<file path="config.mk">
export PLATFORM = sky130hd
export DESIGN_NAME = uart_flow_control
export DESIGN_NICKNAME = d
export VERILOG_FILES = /design/src/logic/flow_ctl_pkg.sv /design/src/logic/bit_tick_gen.sv /design/src/logic/uart_flow_control.sv
export SDC_FILE = /design/constraint.sdc
export NUM_CORES = 1
export LEC_CHECK = 0
export ABC_AREA = 0
export BUFFER_PORTS_ARGS = -buffer_cell sky130_fd_sc_hd__buf_2
export CORE_ASPECT_RATIO = 0.9
export CORE_MARGIN = 2
export CORE_UTILIZATION = 50
export CTS_BUF_LIST = sky130_fd_sc_hd__clkbuf_2
export CTS_CLUSTER_DIAMETER = 30
export DETAILED_ROUTE_END_ITERATION = 16
export PLACE_DENSITY = 0.89
export SLEW_MARGIN = 10
export SYNTH_ARGS = -nofsm -noshare
export SYNTH_HDL_FRONTEND = slang
export SYNTH_SLANG_ARGS = --single-unit
</file>
<file path="constraint.sdc">
create_clock -name sys_clk -period 7.6 [get_ports sys_clk]
set_input_delay 0.38 -clock sys_clk [delete_from_list [all_inputs] [get_ports sys_clk]]
set_output_delay 0.38 -clock sys_clk [all_outputs]
set_load 0.01 [all_outputs]
</file>
<file path="src/logic/flow_ctl_pkg.sv">
package flow_ctl_pkg;

  // ----------------------------------------------------------------------
  // Register map
  // ----------------------------------------------------------------------
  // Printed offset is not a multiple of four: it is kept as an index
  localparam logic [15:0] FLOW_CONFIG_IDX = 16'hffa3;
  localparam logic [17:0] FLOW_CONFIG_ADDR = {FLOW_CONFIG_IDX, 2'b00};
  localparam logic [15:0] MODEM_CTL_IDX = 16'hffa4;
  localparam logic [17:0] MODEM_CTL_ADDR = {MODEM_CTL_IDX, 2'b00};
  localparam logic [17:0] FLOW_STATUS_ADDR = 18'h3fe00;
  localparam logic [7:0] FLOW_CONFIG_RST = 8'h00;
  localparam logic [7:0] MODEM_CTL_RST = 8'h00;

  // ----------------------------------------------------------------------
  // Field positions
  // ----------------------------------------------------------------------
  localparam int TX_SOFT_FLOW_EN_BIT = 0;
  localparam int TX_RESUME_ON_ANY_EN_BIT = 1;
  localparam int CTS_GATE_EN_BIT = 2;
  localparam int DSR_GATE_EN_BIT = 3;
  localparam int RX_SOFT_FLOW_MATCH_EN_BIT = 4;
  localparam int RTS_FLOW_EN_BIT = 5;
  localparam int DTR_FLOW_EN_BIT = 6;
  localparam int HALF_DUPLEX_BUS_EN_BIT = 7;
  localparam int MC_RX_ALWAYS_ON_BIT = 1;
  localparam int MC_DTR_BIT = 4;
  localparam int MC_RTS_BIT = 5;

  // ----------------------------------------------------------------------
  // Timing
  // ----------------------------------------------------------------------
  localparam int LEAD_BIT_TIMES = 2;
  localparam logic [15:0] BIT_DIV_RST = 16'h0010;

  typedef enum logic [2:0] {
    DIR_IDLE = 3'b001,
    DIR_LEAD = 3'b010,
    DIR_SEND = 3'b100
  } dir_state_t;

endpackage : flow_ctl_pkg

</file>
<file path="src/logic/bit_tick_gen.sv">
module bit_tick_gen
  import flow_ctl_pkg::*;
#(
  parameter int DIV_W = 16
)
(
  // Clock and reset
  input wire logic sys_clk,
  input wire logic nrst,
  // Control
  input wire logic restart,
  input wire logic [DIV_W-1:0] divisor,
  // Enable pulse, one per bit time
  output logic bit_tick
);
  import flow_ctl_pkg::*;

  typedef struct packed {
    logic [DIV_W-1:0] cnt;
    logic tick;
  } gen_state_t;

  gen_state_t st_r;
  gen_state_t st_nxt;

  always_comb
  begin
    st_nxt = st_r;
    st_nxt.tick = 1'b0;
    if (restart)
    begin
      st_nxt.cnt = '0;
    end
    else if (st_r.cnt + 1'b1 >= divisor)
    begin
      st_nxt.cnt = '0;
      st_nxt.tick = 1'b1;
    end
    else
    begin
      st_nxt.cnt = st_r.cnt + 1'b1;
    end
  end

  always_ff @(posedge sys_clk or negedge nrst)
  begin
    if (!nrst)
    begin
      st_r <= '0;
    end
    else
    begin
      st_r <= st_nxt;
    end
  end

  assign bit_tick = st_r.tick;

endmodule : bit_tick_gen

</file>
<file path="src/logic/uart_flow_control.sv">
// Contract
// RQ1: Config register at index ffa3, eight bits read/write, resets to zero.
// RQ2: Bit 0 enables transmitter Xon/Xoff flow control.
// RQ3: Bit 1 enables transmitter Xon-on-any/Xoff flow control.
// RQ4: Bit 2 set: clear-to-send high halts transmitter, low resumes.
// RQ5: Bit 3 set: data-set-ready high halts transmitter, low resumes.
// RQ6: Loopback software must set a gate enable bit for hardware gating.
// RQ7: Bit 4 enables receiver matching against Xon and Xoff characters.
// RQ8: Bit 5: request-to-send high at halt level, low at resume level.
// RQ9: Bit 6: terminal-ready high at halt level, low at resume level.
// RQ10: Bit 7 selects half-duplex bus mode; clear is full duplex.
// RQ11: Bus mode: outputs always opposite; idle request low, ready high.
// RQ12: Bus mode: request high, ready low two bit times before first bit.
// RQ13: Bus mode: after transmission finishes shifting, request low, ready high.
// RQ14: Bus mode ignores manual request and ready modem-control bits.
// RQ15: Both software flow bits written set: both are cleared.
// RQ16: Combined flow: stop on either halt; resume needs both cleared.
// RQ17: Reset leaves transmitter in Xon state, all flow control off.
// RQ18: Bus mode, receiver disabled while request high unless always-on set.
// RQ19: Resume-on-any mode: Xoff halts, any later character resumes.
// RQ20: Halting only takes effect at a character boundary.
//
// Local design decision: the APB register port.
module uart_flow_control
  import flow_ctl_pkg::*;
#(
  parameter int DIV_W = 16
)
(
  // Clock and reset
  input wire logic sys_clk,
  input wire logic nrst,
  input wire logic uart_soft_rst,
  // APB slave
  input wire logic psel,
  input wire logic penable,
  input wire logic pwrite,
  input wire logic [31:0] paddr,
  input wire logic [31:0] pwdata,
  output logic [31:0] prdata,
  output logic pready,
  output logic pslverr,
  // Bit time and characters
  input wire logic [DIV_W-1:0] bit_divisor,
  input wire logic [7:0] xon_char,
  input wire logic [7:0] xoff_char,
  // Receiver side
  input wire logic rx_char_valid,
  input wire logic [7:0] rx_char,
  input wire logic rx_fifo_halt_level,
  input wire logic rx_fifo_resume_level,
  output logic rx_enable,
  output logic rx_xon_seen,
  output logic rx_xoff_seen,
  // Transmitter side
  input wire logic tx_pending,
  input wire logic tx_char_start,
  input wire logic tx_shift_busy,
  output logic tx_allowed,
  // Modem pins
  input wire logic cts_in,
  input wire logic dsr_in,
  output logic rts_out,
  output logic dtr_out
);
  import flow_ctl_pkg::*;

  // ----------------------------------------------------------------------
  // State
  // ----------------------------------------------------------------------
  typedef struct packed {
    logic [7:0] cfg;
    logic [7:0] mc;
    logic soft_xoff;
    logic tx_stopped;
    logic rx_halted;
    dir_state_t dir;
    logic [1:0] lead_cnt;
    logic rts;
    logic dtr;
    logic xon_seen;
    logic xoff_seen;
    logic [31:0] rdata;
  } fc_state_t;

  fc_state_t st_r;
  fc_state_t st_nxt;
  logic bit_tick;
  logic wr_en;
  logic rd_en;
  logic hw_halt;
  logic want_stop;
  logic rx_match;
  logic [7:0] wbyte;

  function automatic logic [7:0] legal_cfg(input logic [7:0] v);
    logic [7:0] r;
    r = v;
    if (v[TX_SOFT_FLOW_EN_BIT] && v[TX_RESUME_ON_ANY_EN_BIT])
    begin
      r[TX_SOFT_FLOW_EN_BIT] = 1'b0;
      r[TX_RESUME_ON_ANY_EN_BIT] = 1'b0;
    end
    return r;
  endfunction : legal_cfg

  bit_tick_gen #(.DIV_W(DIV_W)) u_tick (
    .sys_clk(sys_clk),
    .nrst(nrst),
    .restart(st_r.dir == DIR_IDLE),
    .divisor(bit_divisor),
    .bit_tick(bit_tick)
  );

  assign wr_en = psel && penable && pwrite;
  assign rd_en = psel && !penable && !pwrite;
  assign wbyte = pwdata[7:0];

  // ----------------------------------------------------------------------
  // Flow decisions
  // ----------------------------------------------------------------------
  always_comb
  begin
    hw_halt = (st_r.cfg[CTS_GATE_EN_BIT] && cts_in)      // [RQ4] [RQ6]
            || (st_r.cfg[DSR_GATE_EN_BIT] && dsr_in);     // [RQ5]
    want_stop = hw_halt || st_r.soft_xoff;               // [RQ16]
    rx_match = rx_char_valid && st_r.cfg[RX_SOFT_FLOW_MATCH_EN_BIT]; // [RQ7]
  end

  always_comb
  begin
    st_nxt = st_r;
    st_nxt.xon_seen = 1'b0;
    st_nxt.xoff_seen = 1'b0;
    if (rd_en)
    begin
      if (paddr[17:0] == FLOW_CONFIG_ADDR)
      begin
        st_nxt.rdata = {24'h000000, st_r.cfg};
      end
      else if (paddr[17:0] == MODEM_CTL_ADDR)
      begin
        st_nxt.rdata = {24'h000000, st_r.mc};
      end
      else if (paddr[17:0] == FLOW_STATUS_ADDR)
      begin
        st_nxt.rdata = {27'h0000000, st_r.rx_halted, st_r.soft_xoff, st_r.tx_stopped, st_r.rts, st_r.dtr};
      end
      else
      begin
        st_nxt.rdata = 32'h00000000;
      end
    end
    if (wr_en)
    begin
      if (paddr[17:0] == FLOW_CONFIG_ADDR)
      begin
        st_nxt.cfg = legal_cfg(wbyte);                   // [RQ1] [RQ2] [RQ3] [RQ15]
      end
      else if (paddr[17:0] == MODEM_CTL_ADDR)
      begin
        st_nxt.mc = wbyte;
      end
    end
    // Software flow: Xoff stops, Xon (or any other char in resume-on-any) restarts
    if (!(st_r.cfg[TX_SOFT_FLOW_EN_BIT] || st_r.cfg[TX_RESUME_ON_ANY_EN_BIT]))
    begin
      st_nxt.soft_xoff = 1'b0;
    end
    else if (rx_char_valid)
    begin
      if (rx_char == xoff_char)
      begin
        st_nxt.soft_xoff = 1'b1;                         // [RQ2] [RQ19]
      end
      else if (st_r.cfg[TX_RESUME_ON_ANY_EN_BIT] || rx_char == xon_char)
      begin
        st_nxt.soft_xoff = 1'b0;                         // [RQ3] [RQ19]
      end
    end
    if (rx_match)
    begin
      st_nxt.xon_seen = (rx_char == xon_char);
      st_nxt.xoff_seen = (rx_char == xoff_char);
    end
    // The stop flag only moves while no character is on the wire
    if (!tx_shift_busy && !tx_char_start)
    begin
      st_nxt.tx_stopped = want_stop;                     // [RQ20] [RQ16]
    end
    if (rx_fifo_halt_level)
    begin
      st_nxt.rx_halted = 1'b1;
    end
    else if (rx_fifo_resume_level)
    begin
      st_nxt.rx_halted = 1'b0;
    end
    // Direction sequencer for the half-duplex bus
    case (st_r.dir)
      DIR_IDLE:
      begin
        st_nxt.lead_cnt = 2'd0;
        if (st_r.cfg[HALF_DUPLEX_BUS_EN_BIT] && tx_pending)
        begin
          st_nxt.dir = DIR_LEAD;                         // [RQ12]
        end
      end
      DIR_LEAD:
      begin
        if (!st_r.cfg[HALF_DUPLEX_BUS_EN_BIT])
        begin
          st_nxt.dir = DIR_IDLE;
        end
        else if (bit_tick)
        begin
          if (st_r.lead_cnt == 2'(LEAD_BIT_TIMES - 1))
          begin
            st_nxt.dir = DIR_SEND;                       // [RQ12]
          end
          st_nxt.lead_cnt = st_r.lead_cnt + 2'd1;
        end
      end
      DIR_SEND:
      begin
        if (!st_r.cfg[HALF_DUPLEX_BUS_EN_BIT]
            || (!tx_pending && !tx_shift_busy && !tx_char_start))
        begin
          st_nxt.dir = DIR_IDLE;                         // [RQ13]
        end
      end
      default:
      begin
        st_nxt.dir = DIR_IDLE;
      end
    endcase
    // Pin levels
    if (st_nxt.cfg[HALF_DUPLEX_BUS_EN_BIT])
    begin
      st_nxt.rts = (st_nxt.dir != DIR_IDLE);             // [RQ10] [RQ14]
      st_nxt.dtr = !(st_nxt.dir != DIR_IDLE);            // [RQ11]
    end
    else
    begin
      st_nxt.rts = st_nxt.cfg[RTS_FLOW_EN_BIT] ? st_nxt.rx_halted : st_nxt.mc[MC_RTS_BIT]; // [RQ8]
      st_nxt.dtr = st_nxt.cfg[DTR_FLOW_EN_BIT] ? st_nxt.rx_halted : st_nxt.mc[MC_DTR_BIT]; // [RQ9]
    end
  end

  // ----------------------------------------------------------------------
  // Registers
  // ----------------------------------------------------------------------
  always_ff @(posedge sys_clk or negedge nrst)
  begin
    if (!nrst)
    begin
      st_r <= '{cfg: FLOW_CONFIG_RST, mc: MODEM_CTL_RST, soft_xoff: 1'b0, tx_stopped: 1'b0,
                rx_halted: 1'b0, dir: DIR_IDLE, lead_cnt: 2'd0, rts: 1'b0, dtr: 1'b0,
                xon_seen: 1'b0, xoff_seen: 1'b0, rdata: 32'h00000000};  // [RQ1] [RQ17]
    end
    else if (uart_soft_rst)
    begin
      st_r <= '{cfg: FLOW_CONFIG_RST, mc: MODEM_CTL_RST, soft_xoff: 1'b0, tx_stopped: 1'b0,
                rx_halted: 1'b0, dir: DIR_IDLE, lead_cnt: 2'd0, rts: 1'b0, dtr: 1'b0,
                xon_seen: 1'b0, xoff_seen: 1'b0, rdata: 32'h00000000};  // [RQ17]
    end
    else
    begin
      st_r <= st_nxt;
    end
  end

  // ----------------------------------------------------------------------
  // Outputs
  // ----------------------------------------------------------------------
  // Read data is captured in setup, so the access phase of every transfer lasts one cycle
  assign pready = 1'b1;
  assign pslverr = 1'b0;
  assign prdata = st_r.rdata;
  assign rts_out = st_r.rts;
  assign dtr_out = st_r.dtr;
  assign rx_xon_seen = st_r.xon_seen;
  assign rx_xoff_seen = st_r.xoff_seen;
  assign tx_allowed = !st_r.tx_stopped
                      && (!st_r.cfg[HALF_DUPLEX_BUS_EN_BIT] || st_r.dir == DIR_SEND);
  assign rx_enable = !(st_r.cfg[HALF_DUPLEX_BUS_EN_BIT] && st_r.rts
                       && !st_r.mc[MC_RX_ALWAYS_ON_BIT]); // [RQ18]

  // ----------------------------------------------------------------------
  // Checks
  // ----------------------------------------------------------------------
  a_cfg_illegal: assert property (@(posedge sys_clk) disable iff (!nrst)
    !(st_r.cfg[0] && st_r.cfg[1])) else $error("both soft flow bits set"); // [RQ15]
  a_cts_halt: assert property (@(posedge sys_clk) disable iff (!nrst)
    (st_r.cfg[2] && cts_in && !tx_shift_busy && !tx_char_start && !uart_soft_rst && $stable(st_r.cfg))
    |=> !tx_allowed) else $error("cts did not halt"); // [RQ4]
  a_dsr_halt: assert property (@(posedge sys_clk) disable iff (!nrst)
    (st_r.cfg[3] && dsr_in && !tx_shift_busy && !tx_char_start && !uart_soft_rst && $stable(st_r.cfg))
    |=> !tx_allowed) else $error("dsr did not halt"); // [RQ5]
  a_bus_opposite: assert property (@(posedge sys_clk) disable iff (!nrst)
    st_r.cfg[7] |-> (rts_out != dtr_out)) else $error("bus pins not opposite"); // [RQ11]
  a_boundary_hold: assert property (@(posedge sys_clk) disable iff (!nrst)
    (tx_shift_busy && !uart_soft_rst) |=> $stable(st_r.tx_stopped)) else $error("halt mid character"); // [RQ20]
  a_rts_halt: assert property (@(posedge sys_clk) disable iff (!nrst)
    (st_r.cfg[5] && !st_r.cfg[7] && rx_fifo_halt_level && !wr_en && !uart_soft_rst) |=> rts_out)
    else $error("rts not raised at halt level"); // [RQ8]
  a_dtr_resume: assert property (@(posedge sys_clk) disable iff (!nrst)
    (st_r.cfg[6] && !st_r.cfg[7] && !rx_fifo_halt_level && rx_fifo_resume_level && !wr_en
     && !uart_soft_rst) |=> !dtr_out) else $error("dtr not dropped at resume"); // [RQ9]
  a_rx_gate: assert property (@(posedge sys_clk) disable iff (!nrst)
    (st_r.cfg[7] && rts_out && !st_r.mc[1]) |-> !rx_enable) else $error("receiver not gated"); // [RQ18]
  a_lead_time: assert property (@(posedge sys_clk) disable iff (!nrst)
    (st_r.dir == DIR_IDLE && st_nxt.dir == DIR_LEAD) |=> !tx_allowed [*2]) else $error("sent without lead"); // [RQ12]
  a_reset_xon: assert property (@(posedge sys_clk) disable iff (!nrst)
    uart_soft_rst |=> (st_r.cfg == 8'h00 && !st_r.soft_xoff)) else $error("soft reset state wrong"); // [RQ17]

endmodule : uart_flow_control

</file>
==> impl_metrics.yaml <==
run_status:
  run_status: "finished clean"
pwr:
  p_leak_uw: 0.00209
  vdd_drop_max_mv: 0.0470
  power_uw: 467
  power_density_nw_per_um2: 120
yosys:
  yosys-mux-area-fraction_pct: 4.42
  syn-instance-count: 364
  netlist.area_leader.share_pct: 37.4
  yosys_warnings: 0
  synth_xor_area_share_pct: 7.54
  ys_ff_latch: 53
  synth-seq-area-share_pct: 38.1
  ys.flop_type: "dfrtp_1"
  yosysTopAreaCell: "dfrtp_1"
  synth_edf_count: 0
  synth_top_family_by_area: "simple AND/OR/NAND/NOR gates"
  async_flop_share_pct: 100
  post_synth_and_or_nand_nor_area_fraction_pct: 20.7
  ys_types: 55
  synth_compound_area_share_pct: 11.1
  netlist_area_sq_um: 3480
  synth_adder_area_share_pct: 6.47
  syn_area_per_cell_sq_um: 9.57
  synth.area.top_cells: "dfrtp_1 (37%), buf_4 (7.5%), ha_1 (6.5%)"
clock_tree:
  cts-htree-levels: 2
  hold_buffers: 0
  postCtsSetupBuffers: 0
  clk_path_buf_depth: 2
  cts_root_buf: "clkbuf_2"
  cts.sinks: 53
  clk_latency_ps: 440
  cts_resized: 0
  cts_buffers: 5
  cts_tree: "yes"
  clk_transition_reported_paths_ps: 260
detailed_routing:
  wire_per_inst_um: 14.0
  drt_wl_total_um: 7470
  vias_per_cell: 5.32
  ant_nets: 0
  drtIter0Drc: 191
  route.vias.total: 2844
  first_pass_iters: 4
  drc: 0
grt:
  grt_pass1_wl_um: 12300
  track_usage_pct: 19.6
  antenna_found_initial: 0
  overflow: 0
  grt_pass1_vias: 2766
  grt_max_degree: 54
critical_path:
  cp-end-kind: "register"
  crit_fanout: 17
  path_class: "reg2reg"
  reg2reg_slack_ps: 3960
  crit_arrival_ps: 3920
  r2r_cells: 11
  rr_startpoint: "u_tick.st_r[1]"
  critPathLaunch: "u_tick.st_r[1]"
  crit_end: "u_tick.st_r[11]"
  r2r-end: "u_tick.st_r[11]"
  cp.required_ps: 7880
  start_kind: "register"
floorplan:
  dieWidth_um: 92.0
  rows: 28
  dieArea_sq_um: 7650
  fp.dieH_um: 83.2
  ios: 158
  initial_core_util_pct: 52.3
  coreArea_sq_um: 6660
layout:
  fin_nets: 580
  fin_cells: 535
  synthToLayoutAreaGrowth_pct: 11.9
  antennaDiodeCount: 0
  fill_cells: 578
  drive_gt1_share_pct: 26.1
sta:
  finalHoldViolations: 0
  maxClockFrequency_ghz: 0.275
  finalCritPeriodShare_pct: 47.9
  tns_ps: 0
  skew_ps: 23.9
  period_needed_ps: 3640
  slew_viol_final: 0
  setup_ws_ps: 3960
  worst-slew-pin-transition_ps: 1180
  slew_headroom_pct: 20.5
  rsz0062_at_grt: "false"
  whs_ps: 3.92
  finalSetupViolations: 0
placed_design:
  dp_cells: 527
  place_hpwl_um: 6040
  port_buffers: 93
  routabilityCongestion: 0.871
  pre_cts_slack_ps: 4080
hold_path:
  hold_class: "in2async"
job:
  max_cap_violations: 0
## report_power, final
group | leakage, uW | internal, uW | total (uW) | switching [uW]
sequential | 0.000733 | 285 | 287 | 1.41
clock | 0.0000252 | 23.7 | 112 | 88.5
combinational | 0.00133 | 29.5 | 67.9 | 38.4
## placed cells by master (no fill, tap or decap), drive strengths merged, types with 2 or more instances in the layout
cell type,n
xor2,6
inv,22
a21o,6
clkbuf,6
or2,2
conb,26
dfrtp,52
o21ai,5
ha,18
nor2,42
mux2i,15
nand2,6
a211oi,9
a22oi,3
nor3b,20
nor4,3
and4b,2
xnor2,24
buf,95
nand3,12
and3,4
and2,2
o211a,2
nor3,8
nand4,12
clkinvlp,2
a21oi,14
a222oi,5
nand3b,4
nor2b,3
## synth_stat cells (2+ instances only)
library cell and number:
a211oi_1 9, a21o_1 6, a21oi_1 13, a222oi_1 5, a22oi_1 3, and2_1 2, and3_1 3, and4b_1 2
buf_2 2, buf_4 35, clkbuf_1 7, conb_1 2, dfrtp_1 52, ha_1 18, inv_1 22, mux2i_1 14
nand2_1 6, nand3_1 12, nand3b_1 4, nand4_1 10, nand4_2 2, nor2_1 42, nor2b_1 3, nor3_1 8
nor3b_1 18, nor4_1 2, o211a_1 2, o21ai_0 4, or2_2 2, xnor2_1 24, xor2_1 6
## flip-flops by register name, indices dropped and copies added, names as in the netlist
name and count:
u_tick.st_r 16, st_r 24, prdata 8, dtr_out 1
rts_out 1, rx_xoff_seen 1, u_tick.bit_tick 1, rx_xon_seen 1
## layer usage
layer / global-route usage [%] / part of all wire [%]
met2: 34.5 / 51
met3: 3.27 / 6.1
met5: 0 / 0
met4: 5.16 / 1.6
met1: 25.1 / 41
## per-stage QoR
step	cell area, sq um	util [%]
global placement	3850	57.9
CTS	3900	58.6
detailed placement	3850	57.9
global route	3900	58.6
finish	3900	58.6
floorplan	3570	-
## worst max-delay path, cell delays in order, from the launching register on
cell,delay (ps)
dfrtp_1,490
ha_1,240
nand4_1,180
nor3_1,370
nand3_1,150
xnor2_1,170
ha_1,300
nand4_1,150
nor2_1,190
o2111ai_1,130
o21ai_1,920
nor3b_1,180
## how the worst min path moves through the flow
stage               slack (ps)     start       end
floorplan                   80      nrst   dtr_out
global placement           500  st_r[51]  st_r[51]
detailed placement         510  st_r[50]  st_r[50]
CTS                         20      nrst  st_r[43]
global route                 9      nrst  st_r[43]
finish                       4      nrst  st_r[43]
## cell type report
class,instances,area (sq um),share of cell area (%)
inverter,22,82.6,2.12
multi-input combinational,267,1850,47.4
timing repair buffer,95,480,12.3
clock inverter,2,15.0,0.385
clock buffer,6,30.0,0.770
tap,90,113,2.89
sequential,53,1330,34.1
## logic make-up after synthesis
family | count (synthesis)
AOI/OAI and AO/OA | 54
muxes | 15
adders and majority gates | 18
xor gates and xnor gates | 30
DFF | 53
other | 2
buffers and inverters | 68
and+or+nand+nor | 124
(Power assumes the default switching activity.)
